--- src/hdl/serial_port_defines.svh ---
`ifndef SERIAL_PORT_DEFINES_SVH
`define SERIAL_PORT_DEFINES_SVH

// register byte addresses
`define SP_SERIAL_CONTROL_ADDR 12'h000
`define SP_SERIAL_BUFFER_ADDR 12'h004
`define SP_POWER_CONTROL_ADDR 12'h008
`define SP_CLOCK_CONTROL_ADDR 12'h00c
`define SP_RATE_DIV_ADDR 12'h010
`define SP_STATUS_ADDR 12'h014

// serial_control fields
`define SP_SC_RX_DONE 0
`define SP_SC_TX_DONE 1
`define SP_SC_RX_NINTH 2
`define SP_SC_TX_NINTH 3
`define SP_SC_RX_ENABLE 4
`define SP_SC_MULTIPROC 5
`define SP_SC_MODE1 6
`define SP_SC_BIT7 7

// power_control fields
`define SP_PC_FAST_RATE 7
`define SP_PC_ERROR_VIEW 6

// clock control fields
`define SP_CC_RX_CLOCK_SELECT 0
`define SP_CC_TX_CLOCK_SELECT 1

// reset values
`define SP_SERIAL_CONTROL_RESET 8'h00
`define SP_POWER_CONTROL_RESET 8'h00
`define SP_RATE_DIV_RESET 16'h0001

// timing
`define SP_OVERSAMPLE 16
`define SP_SAMPLE_FIRST 4'h7
`define SP_SAMPLE_MID 4'h8
`define SP_SAMPLE_LAST 4'h9
`define SP_RX_ALL_ONES 9'h1ff

`endif

--- src/hdl/serial_port_pkg.sv ---
`default_nettype none
package serial_port_pkg;
	typedef enum logic [1:0] {
		MODE_SYNC,
		MODE_8BIT,
		MODE_9BIT_FIXED,
		MODE_9BIT_VAR
	} serial_mode_t;

	typedef enum logic [1:0] {
		TX_IDLE,
		TX_WAIT,
		TX_START,
		TX_DATA
	} tx_state_t;

	typedef enum logic [1:0] {
		RX_HUNT,
		RX_FRAME,
		RX_TAIL
	} rx_state_t;
endpackage : serial_port_pkg
`default_nettype wire

--- src/hdl/async_serial_port.sv ---
// Operation
// - 8-bit mode frame: start 0, eight data bits lsb first, stop 1
// - 8-bit mode accepted frame puts stop bit into rx_ninth_bit
// - 8-bit mode rate from one of two timer overflows, tx and rx separately
// - buffer write loads shifter; sending starts after next divide-by-16 rollover
// - start bit, then shifter output a bit later, first shift one more bit later
// - 8-bit mode shifts zeros in, marker ends frame, tx done at tenth rollover
// - rx samples 16x; falling edge resets counter and loads shifter with 1ffh
// - rx samples at counter states 7, 8, 9 and takes majority
// - non-zero voted start bit resets receiver and resumes hunting
// - 8-bit accept only if rx done clear and (multiproc off or stop one)
// - 9-bit modes frame: start, eight data lsb first, ninth bit, stop
// - fixed-rate 9-bit mode runs at clock/16 or clock/32
// - variable-rate 9-bit mode picks timer per direction via clock selects
// - 9-bit write loads ninth bit; first shift inserts one, then zeros
// - 9-bit modes finish and set tx done at eleventh rollover
// - 9-bit accept only if rx done clear and (multiproc off or ninth one)
// - 9-bit receiver resumes hunting one bit time after final bit
// - 9-bit mode stop bit value never affects buffer, ninth flag or done
// - missing stop sets framing error; bit 7 shows it when view select set
// - framing error flag cleared only by software write
// - framing error set regardless of view select
// - outside fixed-rate 9-bit mode, second timer paces tx or rx when its clock-select bit is set
//
// The APB interface to the registers and the placing of the registers were left to the implementer.
`timescale 1ns/1ns
`default_nettype none
`include "serial_port_defines.svh"

module async_serial_port #(
	parameter int RATE_W = 16
) (
	input wire logic pclk,
	input wire logic presetn,
	input wire logic psel,
	input wire logic penable,
	input wire logic pwrite,
	input wire logic [11:0] paddr,
	input wire logic [31:0] pwdata,
	output logic [31:0] prdata,
	output logic pready,
	output logic pslverr,
	input wire logic timer1_overflow,
	input wire logic timer2_overflow,
	input wire logic rx_line,
	output logic tx_line
);
	import serial_port_pkg::*;

	////////////////////////////////////////////////////////////////////////
	// registers
	logic [7:0] serial_control_reg;
	logic mode_select_bit0_reg;
	logic framing_error_flag_reg;
	logic [7:0] power_control_reg;
	logic [1:0] clock_control_reg;
	logic [RATE_W-1:0] rate_div_reg;
	logic [7:0] serial_buffer_reg;
	logic [31:0] prdata_reg;
	logic pslverr_reg;
	logic pready_reg;
	logic tx_line_reg;

	logic access;
	logic wr_control;
	logic wr_buffer;
	logic wr_power;
	logic mapped;
	logic [7:0] control_view;
	serial_mode_t mode;
	logic nine_bit;

	assign access = psel && penable;
	assign wr_control = access && pwrite && paddr == `SP_SERIAL_CONTROL_ADDR;
	assign wr_buffer = access && pwrite && paddr == `SP_SERIAL_BUFFER_ADDR;
	assign wr_power = access && pwrite && paddr == `SP_POWER_CONTROL_ADDR;
	assign mapped = paddr == `SP_SERIAL_CONTROL_ADDR || paddr == `SP_SERIAL_BUFFER_ADDR
		|| paddr == `SP_POWER_CONTROL_ADDR || paddr == `SP_CLOCK_CONTROL_ADDR
		|| paddr == `SP_RATE_DIV_ADDR || paddr == `SP_STATUS_ADDR;
	assign mode = serial_mode_t'({mode_select_bit0_reg, serial_control_reg[`SP_SC_MODE1]});
	assign nine_bit = mode == MODE_9BIT_FIXED || mode == MODE_9BIT_VAR;

	always_comb begin
		control_view = serial_control_reg;
		control_view[`SP_SC_BIT7] = power_control_reg[`SP_PC_ERROR_VIEW] ?
			framing_error_flag_reg : mode_select_bit0_reg;
	end

	////////////////////////////////////////////////////////////////////////
	// bit-rate ticks (16x oversample)
	logic [RATE_W-1:0] fixed_cnt_reg;
	logic fixed_tick;
	logic tx_tick;
	logic rx_tick;
	logic [RATE_W-1:0] fixed_div;

	// fast rate doubles the fixed 9-bit rate: clock/16 vs clock/32
	assign fixed_div = power_control_reg[`SP_PC_FAST_RATE] ? RATE_W'(1) : RATE_W'(2);
	assign fixed_tick = fixed_cnt_reg >= fixed_div - RATE_W'(1);

	always_ff @(posedge pclk or negedge presetn) begin
		if (!presetn) begin
			fixed_cnt_reg <= '0;
		end else if (fixed_tick) begin
			fixed_cnt_reg <= '0;
		end else begin
			fixed_cnt_reg <= fixed_cnt_reg + RATE_W'(1);
		end
	end

	always_comb begin
		if (mode == MODE_9BIT_FIXED) begin
			tx_tick = fixed_tick;
			rx_tick = fixed_tick;
		end else begin
			tx_tick = clock_control_reg[`SP_CC_TX_CLOCK_SELECT] ?
				timer2_overflow : timer1_overflow;
			rx_tick = clock_control_reg[`SP_CC_RX_CLOCK_SELECT] ?
				timer2_overflow : timer1_overflow;
		end
	end

	////////////////////////////////////////////////////////////////////////
	// transmitter
	tx_state_t tx_state_reg;
	logic [3:0] tx_div_reg;
	logic [8:0] tx_shift_reg;
	logic tx_first_reg;
	logic tx_rollover;
	logic tx_last;
	logic tx_done_set;

	assign tx_rollover = tx_tick && tx_div_reg == 4'hf;
	// marker one sits beside the output bit: no further shift, stop bit next
	assign tx_last = !tx_first_reg && tx_shift_reg[8:1] == 8'h01;

	always_ff @(posedge pclk or negedge presetn) begin
		if (!presetn) begin
			tx_div_reg <= '0;
		end else if (tx_tick) begin
			tx_div_reg <= tx_div_reg + 4'h1;
		end
	end

	always_ff @(posedge pclk or negedge presetn) begin
		if (!presetn) begin
			tx_state_reg <= TX_IDLE;
			tx_shift_reg <= '0;
			tx_first_reg <= 1'b0;
			tx_line_reg <= 1'b1;
			tx_done_set <= 1'b0;
		end else begin
			tx_done_set <= 1'b0;
			if (wr_buffer && mode != MODE_SYNC) begin
				// 8-bit: marker one above data; 9-bit: ninth bit above data
				tx_shift_reg <= nine_bit ?
					{serial_control_reg[`SP_SC_TX_NINTH], pwdata[7:0]} :
					{1'b1, pwdata[7:0]};
				tx_first_reg <= 1'b1;
				tx_state_reg <= TX_WAIT;
			end else begin
				unique case (tx_state_reg)
					TX_IDLE: begin
						tx_line_reg <= 1'b1;
					end
					TX_WAIT: begin
						if (tx_rollover) begin
							tx_line_reg <= 1'b0;
							tx_state_reg <= TX_START;
						end
					end
					TX_START: begin
						if (tx_rollover) begin
							tx_line_reg <= tx_shift_reg[0];
							tx_state_reg <= TX_DATA;
						end
					end
					TX_DATA: begin
						if (tx_rollover) begin
							if (tx_last) begin
								tx_line_reg <= 1'b1;
								tx_state_reg <= TX_IDLE;
								tx_done_set <= 1'b1;
							end else begin
								// 9-bit: first shift inserts the marker one, zeros after it
								tx_shift_reg <= {nine_bit && tx_first_reg,
									tx_shift_reg[8:1]};
								tx_first_reg <= 1'b0;
								tx_line_reg <= tx_shift_reg[1];
							end
						end
					end
				endcase
			end
		end
	end

	////////////////////////////////////////////////////////////////////////
	// receiver
	rx_state_t rx_state_reg;
	logic [3:0] rx_div_reg;
	logic [3:0] rx_bit_reg;
	logic [8:0] rx_shift_reg;
	logic [2:0] rx_votes_reg;
	logic rx_line_prev_reg;
	logic rx_voted;
	logic rx_fall;
	logic rx_load;
	logic rx_accept;
	logic rx_frame_err;
	logic rx_ninth_val;

	assign rx_voted = (rx_votes_reg[0] & rx_votes_reg[1]) | (rx_votes_reg[1] & rx_votes_reg[2])
		| (rx_votes_reg[0] & rx_votes_reg[2]);
	assign rx_fall = rx_line_prev_reg && !rx_line;

	always_ff @(posedge pclk or negedge presetn) begin
		if (!presetn) begin
			rx_line_prev_reg <= 1'b1;
		end else if (rx_tick) begin
			rx_line_prev_reg <= rx_line;
		end
	end

	always_ff @(posedge pclk or negedge presetn) begin
		if (!presetn) begin
			rx_state_reg <= RX_HUNT;
			rx_div_reg <= '0;
			rx_bit_reg <= '0;
			rx_shift_reg <= `SP_RX_ALL_ONES;
			rx_votes_reg <= 3'b111;
			rx_load <= 1'b0;
			rx_accept <= 1'b0;
			rx_frame_err <= 1'b0;
			rx_ninth_val <= 1'b0;
		end else begin
			rx_load <= 1'b0;
			rx_frame_err <= 1'b0;
			if (rx_tick) begin
				unique case (rx_state_reg)
					RX_HUNT: begin
						if (rx_fall && serial_control_reg[`SP_SC_RX_ENABLE] && mode != MODE_SYNC) begin
							rx_div_reg <= '0;
							rx_shift_reg <= `SP_RX_ALL_ONES;
							rx_bit_reg <= '0;
							rx_state_reg <= RX_FRAME;
						end
					end
					RX_FRAME, RX_TAIL: begin
						rx_div_reg <= rx_div_reg + 4'h1;
						if (rx_div_reg == `SP_SAMPLE_FIRST) rx_votes_reg[0] <= rx_line;
						if (rx_div_reg == `SP_SAMPLE_MID) rx_votes_reg[1] <= rx_line;
						if (rx_div_reg == `SP_SAMPLE_LAST) rx_votes_reg[2] <= rx_line;
						if (rx_div_reg == 4'hf) begin
							rx_bit_reg <= rx_bit_reg + 4'h1;
							if (rx_state_reg == RX_TAIL) begin
								// stop bit after 9-bit frame, only checked for framing
								rx_frame_err <= !rx_voted;
								rx_state_reg <= RX_HUNT;
							end else if (rx_bit_reg == 4'h0 && rx_voted) begin
								rx_state_reg <= RX_HUNT;
							end else if (rx_shift_reg[0] == 1'b0) begin
								// start bit reached the far end: final bit, no shift
								rx_load <= 1'b1;
								rx_ninth_val <= rx_voted;
								rx_accept <= !serial_control_reg[`SP_SC_RX_DONE] &&
									(!serial_control_reg[`SP_SC_MULTIPROC] || rx_voted);
								if (!nine_bit) begin
									rx_frame_err <= !rx_voted;
									rx_state_reg <= RX_HUNT;
								end else begin
									rx_state_reg <= RX_TAIL;
								end
							end
							// no shift at the final bit: the buffer loads this frame next cycle
							if (rx_state_reg == RX_FRAME && rx_shift_reg[0])
								rx_shift_reg <= {rx_voted, rx_shift_reg[8:1]};
						end
					end
					default: rx_state_reg <= RX_HUNT;
				endcase
			end
		end
	end

	////////////////////////////////////////////////////////////////////////
	// serial control, buffer and other registers
	always_ff @(posedge pclk or negedge presetn) begin
		if (!presetn) begin
			serial_control_reg <= `SP_SERIAL_CONTROL_RESET;
			mode_select_bit0_reg <= 1'b0;
		end else begin
			if (wr_control) begin
				serial_control_reg <= pwdata[7:0];
				if (!power_control_reg[`SP_PC_ERROR_VIEW])
					mode_select_bit0_reg <= pwdata[`SP_SC_BIT7];
			end
			if (tx_done_set)
				serial_control_reg[`SP_SC_TX_DONE] <= 1'b1;
			if (rx_load && rx_accept) begin
				serial_control_reg[`SP_SC_RX_DONE] <= 1'b1;
				serial_control_reg[`SP_SC_RX_NINTH] <= rx_ninth_val;
			end
		end
	end

	always_ff @(posedge pclk or negedge presetn) begin
		if (!presetn) begin
			framing_error_flag_reg <= 1'b0;
		end else if (rx_frame_err) begin
			framing_error_flag_reg <= 1'b1;
		end else if (wr_control && power_control_reg[`SP_PC_ERROR_VIEW]
			&& !pwdata[`SP_SC_BIT7]) begin
			framing_error_flag_reg <= 1'b0;
		end
	end

	always_ff @(posedge pclk or negedge presetn) begin
		if (!presetn) begin
			serial_buffer_reg <= '0;
		end else if (rx_load && rx_accept) begin
			serial_buffer_reg <= rx_shift_reg[8:1];
		end
	end

	always_ff @(posedge pclk or negedge presetn) begin
		if (!presetn) begin
			power_control_reg <= `SP_POWER_CONTROL_RESET;
			clock_control_reg <= '0;
			rate_div_reg <= `SP_RATE_DIV_RESET;
		end else if (access && pwrite) begin
			if (wr_power) power_control_reg <= pwdata[7:0];
			if (paddr == `SP_CLOCK_CONTROL_ADDR) clock_control_reg <= pwdata[1:0];
			if (paddr == `SP_RATE_DIV_ADDR) rate_div_reg <= pwdata[RATE_W-1:0];
		end
	end

	////////////////////////////////////////////////////////////////////////
	// apb read path
	always_ff @(posedge pclk or negedge presetn) begin
		if (!presetn) begin
			prdata_reg <= '0;
			pslverr_reg <= 1'b0;
		end else begin
			pslverr_reg <= psel && !penable && !mapped;
			prdata_reg <= '0;
			if (psel && !penable && !pwrite) begin
				unique case (paddr)
					`SP_SERIAL_CONTROL_ADDR: prdata_reg <= {24'h0, control_view};
					`SP_SERIAL_BUFFER_ADDR: prdata_reg <= {24'h0, serial_buffer_reg};
					`SP_POWER_CONTROL_ADDR: prdata_reg <= {24'h0, power_control_reg};
					`SP_CLOCK_CONTROL_ADDR: prdata_reg <= {30'h0, clock_control_reg};
					`SP_RATE_DIV_ADDR: prdata_reg <= {{(32-RATE_W){1'b0}}, rate_div_reg};
					`SP_STATUS_ADDR: prdata_reg <= {24'h0, framing_error_flag_reg,
						mode_select_bit0_reg, 2'b00, rx_state_reg, tx_state_reg};
					default: prdata_reg <= '0;
				endcase
			end
		end
	end

	// answer in the access cycle that follows each setup cycle
	always_ff @(posedge pclk or negedge presetn) begin
		if (!presetn) begin
			pready_reg <= 1'b0;
		end else begin
			pready_reg <= psel && !penable;
		end
	end

	assign prdata = prdata_reg;
	assign pready = pready_reg;
	assign pslverr = pslverr_reg;
	assign tx_line = tx_line_reg;
endmodule : async_serial_port

`default_nettype wire

--- config.mk ---
export PLATFORM = sky130hd
export DESIGN_NAME = async_serial_port
export DESIGN_NICKNAME = d
export VERILOG_FILES = /design/src/hdl/serial_port_pkg.sv /design/src/hdl/async_serial_port.sv
export VERILOG_INCLUDE_DIRS = /design/src /design/src/hdl
export SDC_FILE = /design/constraint.sdc
export NUM_CORES = 1
export LEC_CHECK = 0
export ABC_AREA = 1
export BUFFER_PORTS_ARGS = -buffer_cell sky130_fd_sc_hd__buf_2
export CORE_MARGIN = 2
export CORE_UTILIZATION = 40
export DETAILED_ROUTE_END_ITERATION = 8
export PLACE_DENSITY_LB_ADDON = 0.08
export SLEW_MARGIN = 20
export SYNTH_ARGS = -nofsm -noshare
export SYNTH_HDL_FRONTEND = slang
export SYNTH_SLANG_ARGS = --single-unit
--- constraint.sdc ---
create_clock -name pclk -period 2.5 [get_ports pclk]
set_input_delay 0.375 -clock pclk [delete_from_list [all_inputs] [get_ports pclk]]
set_output_delay 0.375 -clock pclk [all_outputs]
set_load 0.01 [all_outputs]
==> metrics.md <==
| Metric | Value |
|---|---|
| Status | `finished clean` |
| Total number of vias | `4313` |
| Worst EP arrival | `2390 ps` |
| Antenna diodes | `0` |
| EDFF count, synth | `0` |
| Maximum vdd drop | `0.4466 mV` |
| Setup WS post-layout | `441.3 ps` |
| Antenna-violating nets left | `0` |
| Clock Path Buffers | `2` |
| # setup viols final | `0` |
| Grt ovf | `0` |
| Total Routing Usage GR | `16.93%` |
| First-pass GRT wire length | `21120 um` |
| H-tree levels | `4` |
| Crit path top cell by count | `inv_1` |
| Sequential area share after synthesis | `52.68%` |
| Max Clk Rate | `0.4857 GHz` |
| Post-CTS Setup Bufs | `0` |
| Final Hold Viols | `0` |
| DR pass1 iterations | `5` |
| CP Capture Type | `register` |
| Share of layout cells above drive strength 1 | `21.22%` |
| WHS | `8.217 ps` |
| DRC | `0` |
| Ys flop type | `dfrtp_1` |
| Logic pwr share | `15.6%` |
| Later-pin clock latency in the skew report | `420 ps` |
| Number of max-cap violations | `0` |
| TritonCTS clock tree | `yes` |
| Post-DP HPWL | `9008 um` |
| Fin nets | `806` |
| CP required | `2830 ps` |
| Die Ht | `124.7 um` |
| Root Buffer | `clkbuf_16` |
| Setup TNS | `0 ps` |
| Initial Utilization | `40.58%` |
| Switching share of total power | `27.14%` |
| Clock transition at path regs | `50 ps` |
| Crit Path Max Fanout | `14` |
| Synth cell types | `38` |
| CP cell instances | `inv_1, ha_1, inv_1, nor3_1, nand3_1, o21ai_0` |
| CP startpoint kind | `register` |
| Antenna violations before repair | `0` |
| Full die area | `15560 sq um` |
| Post-route minimum period | `2059 ps` |
| Register bit total from synthesis | `122` |
| Slew margin rel. | `51.47%` |
| Slowest CP cell | `ha_1` |
| Pwr Density | `860.9 nW/um^2` |
| Post-Syn Instances | `663` |
| CP Class | `register to register` |
| Power Internal | `0.004353 W` |
| Num Clock Sinks | `122` |
| NetSw | `0.001621 W` |
| Layout Skew | `12.36 ps` |
| Avg Synthesized Cell Area | `8.794 sq um` |
| Synth-to-layout area growth | `19.01%` |
| Post-CTS Resized | `0` |
| R2R Setup Slk | `440 ps` |
| Cts bufs inserted | `17` |
| FILL cells | `1412` |
| Final Cycle Share | `82.35%` |
| Asr flop ratio synth | `100.0%` |
| Hold Crit Class | `input pin to async pin` |
| Clock power frac | `43.2%` |
| Synth warnings | `0` |
| Drt wl/cell | `13.14 um` |
| Core ar. | `14370 sq um` |
| Leak pwr | `3.620 nW` |
| Cell row count | `44` |
| GPL Wtd Cong | `0.7931` |
| FF-to-FF path depth | `6` |
| Iter 0 DRT Violations | `213` |
| IO buf count | `54` |
| # IOs | `87` |
| Largest net degree at the start of global routing | `55` |
| Vias/cell | `4.598` |
| Die width | `124.7 um` |
| Cell Area, Synth | `5831 sq um` |
| Total routed wirelength | `12330 um` |
| Placement Setup Slack | `422.2 ps` |
| Vias in the first global route | `4288` |
| Crit path largest cell delay | `500 ps` |
| Flop pwr share | `41.2%` |
| Least-Margin Pin Slew | `727.9 ps` |
| Hold_buf cts | `0` |
| RSZ-0062 raised after global routing | `false` |
| Pins Over Slew Limit | `0` |
==> path summary, 6_finish.rpt <==
path / startpoint / endpoint
worst max-delay path: rx_state_reg[0] / rx_votes_reg[1]
worst min-delay path: presetn / fixed_cnt_reg[9]
worst max register to register: rx_state_reg[0] / rx_votes_reg[1]
worst min register to register: rx_frame_err / framing_error_flag_reg
max in group asynchronous: presetn / tx_line
min in group pclk: penable / pslverr
==> cell usage in the layout, fill, tap and decap left out, types with 4 or more instances in the layout <==
master and n:
a21oi_1 13, buf_2 53, buf_4 5, bufinv_16 4
clkbuf_16 17, clkbuf_8 4, clkinv_2 4, conb_1 29
dfrtp_1 107, dfstp_2 15, ha_1 12, inv_1 76
inv_2 5, mux2_2 12, mux2_4 4, nand2_1 169
nand2_2 13, nand3_1 29, nand4_1 8, nor2_1 64
nor3_1 7, o21ai_0 59, o21ai_2 8, xor2_1 7
==> routing by layer <==
metal | track usage (%) | wire length [um] | up-vias
met4 | 7.138 | 148 | 0
li1 | - | - | 2214
met1 | 22.89 | 5772 | 1994
met5 | 0 | 0 | -
met2 | 26.42 | 5758 | 91
met3 | 3.651 | 648 | 14
==> cell usage after synthesis, drive strengths merged (4+ instances only) <==
| cell type | n | area, sq um |
|---|---|---|
| mux2 | 16 | 195.2 |
| inv | 81 | 304.0 |
| a21oi | 13 | 65.06 |
| nand2 | 185 | 749.5 |
| clkbuf | 4 | 16.26 |
| nor2 | 70 | 310.3 |
| ha | 12 | 150.1 |
| nand3 | 31 | 165.2 |
| buf | 24 | 181.4 |
| xor2 | 7 | 61.31 |
| nand4 | 8 | 50.05 |
| dfrtp | 107 | 2678 |
| dfstp | 15 | 394.1 |
| nor3 | 8 | 51.30 |
| o21ai | 70 | 380.4 |
==> power groups by stage <==
stage	clock [W]	sequential, W	combinational [W]
floorplan	0	0.00244	0.000705
global placement	0	0.00248	0.000907
detailed placement	0	0.00249	0.000935
global route	0.00273	0.00250	0.00110
finish	0.00258	0.00246	0.000930
CTS	0.00265	0.00246	0.000946
==> area by class of cell <==
class | count | area, sq um | share of cell area [%]
inverters | 82 | 307.8 | 4.436
repair buffers | 60 | 342.8 | 4.940
clock inverters | 8 | 140.1 | 2.019
well taps | 184 | 230.2 | 3.318
multi-input cells | 459 | 2359 | 33.99
clock buffers | 23 | 488.0 | 7.032
flip-flops and latches | 122 | 3072 | 44.27
==> cell families after synthesis <==
kind of cell    after synthesis  synth area share [%]
compound gates               89                 8.369
xor+xnor                      8                 1.202
fa+ha+maj                    12                 2.575
buf+inv                     110                 8.669
flops                       122                 52.68
mux                          16                 3.348
other cells                   1               0.06432
simple gates                305                 23.09
==> per-stage QoR <==
stage	instance area, sq um	util, %	power, W	std cells
2_1_floorplan	5936	-	0.003141	691
3_3_place_gp	6311	43.92	0.003385	907
3_5_place_dp	6311	43.92	0.003429	907
4_1_cts	6939	48.29	0.006060	938
5_1_grt	6939	48.29	0.006334	938
6_report	6939	48.29	0.005974	938
==> worst max-delay path, delay by kind of cell, from the launching register on <==
kind,cells,cell delay (ps)
AOI/OAI and AO/OA,1,180
buffers and inverters,2,410
DFF,1,440
and+or+nand+nor,2,460
adders and majority gates,1,500
(Power assumes the default switching activity.)
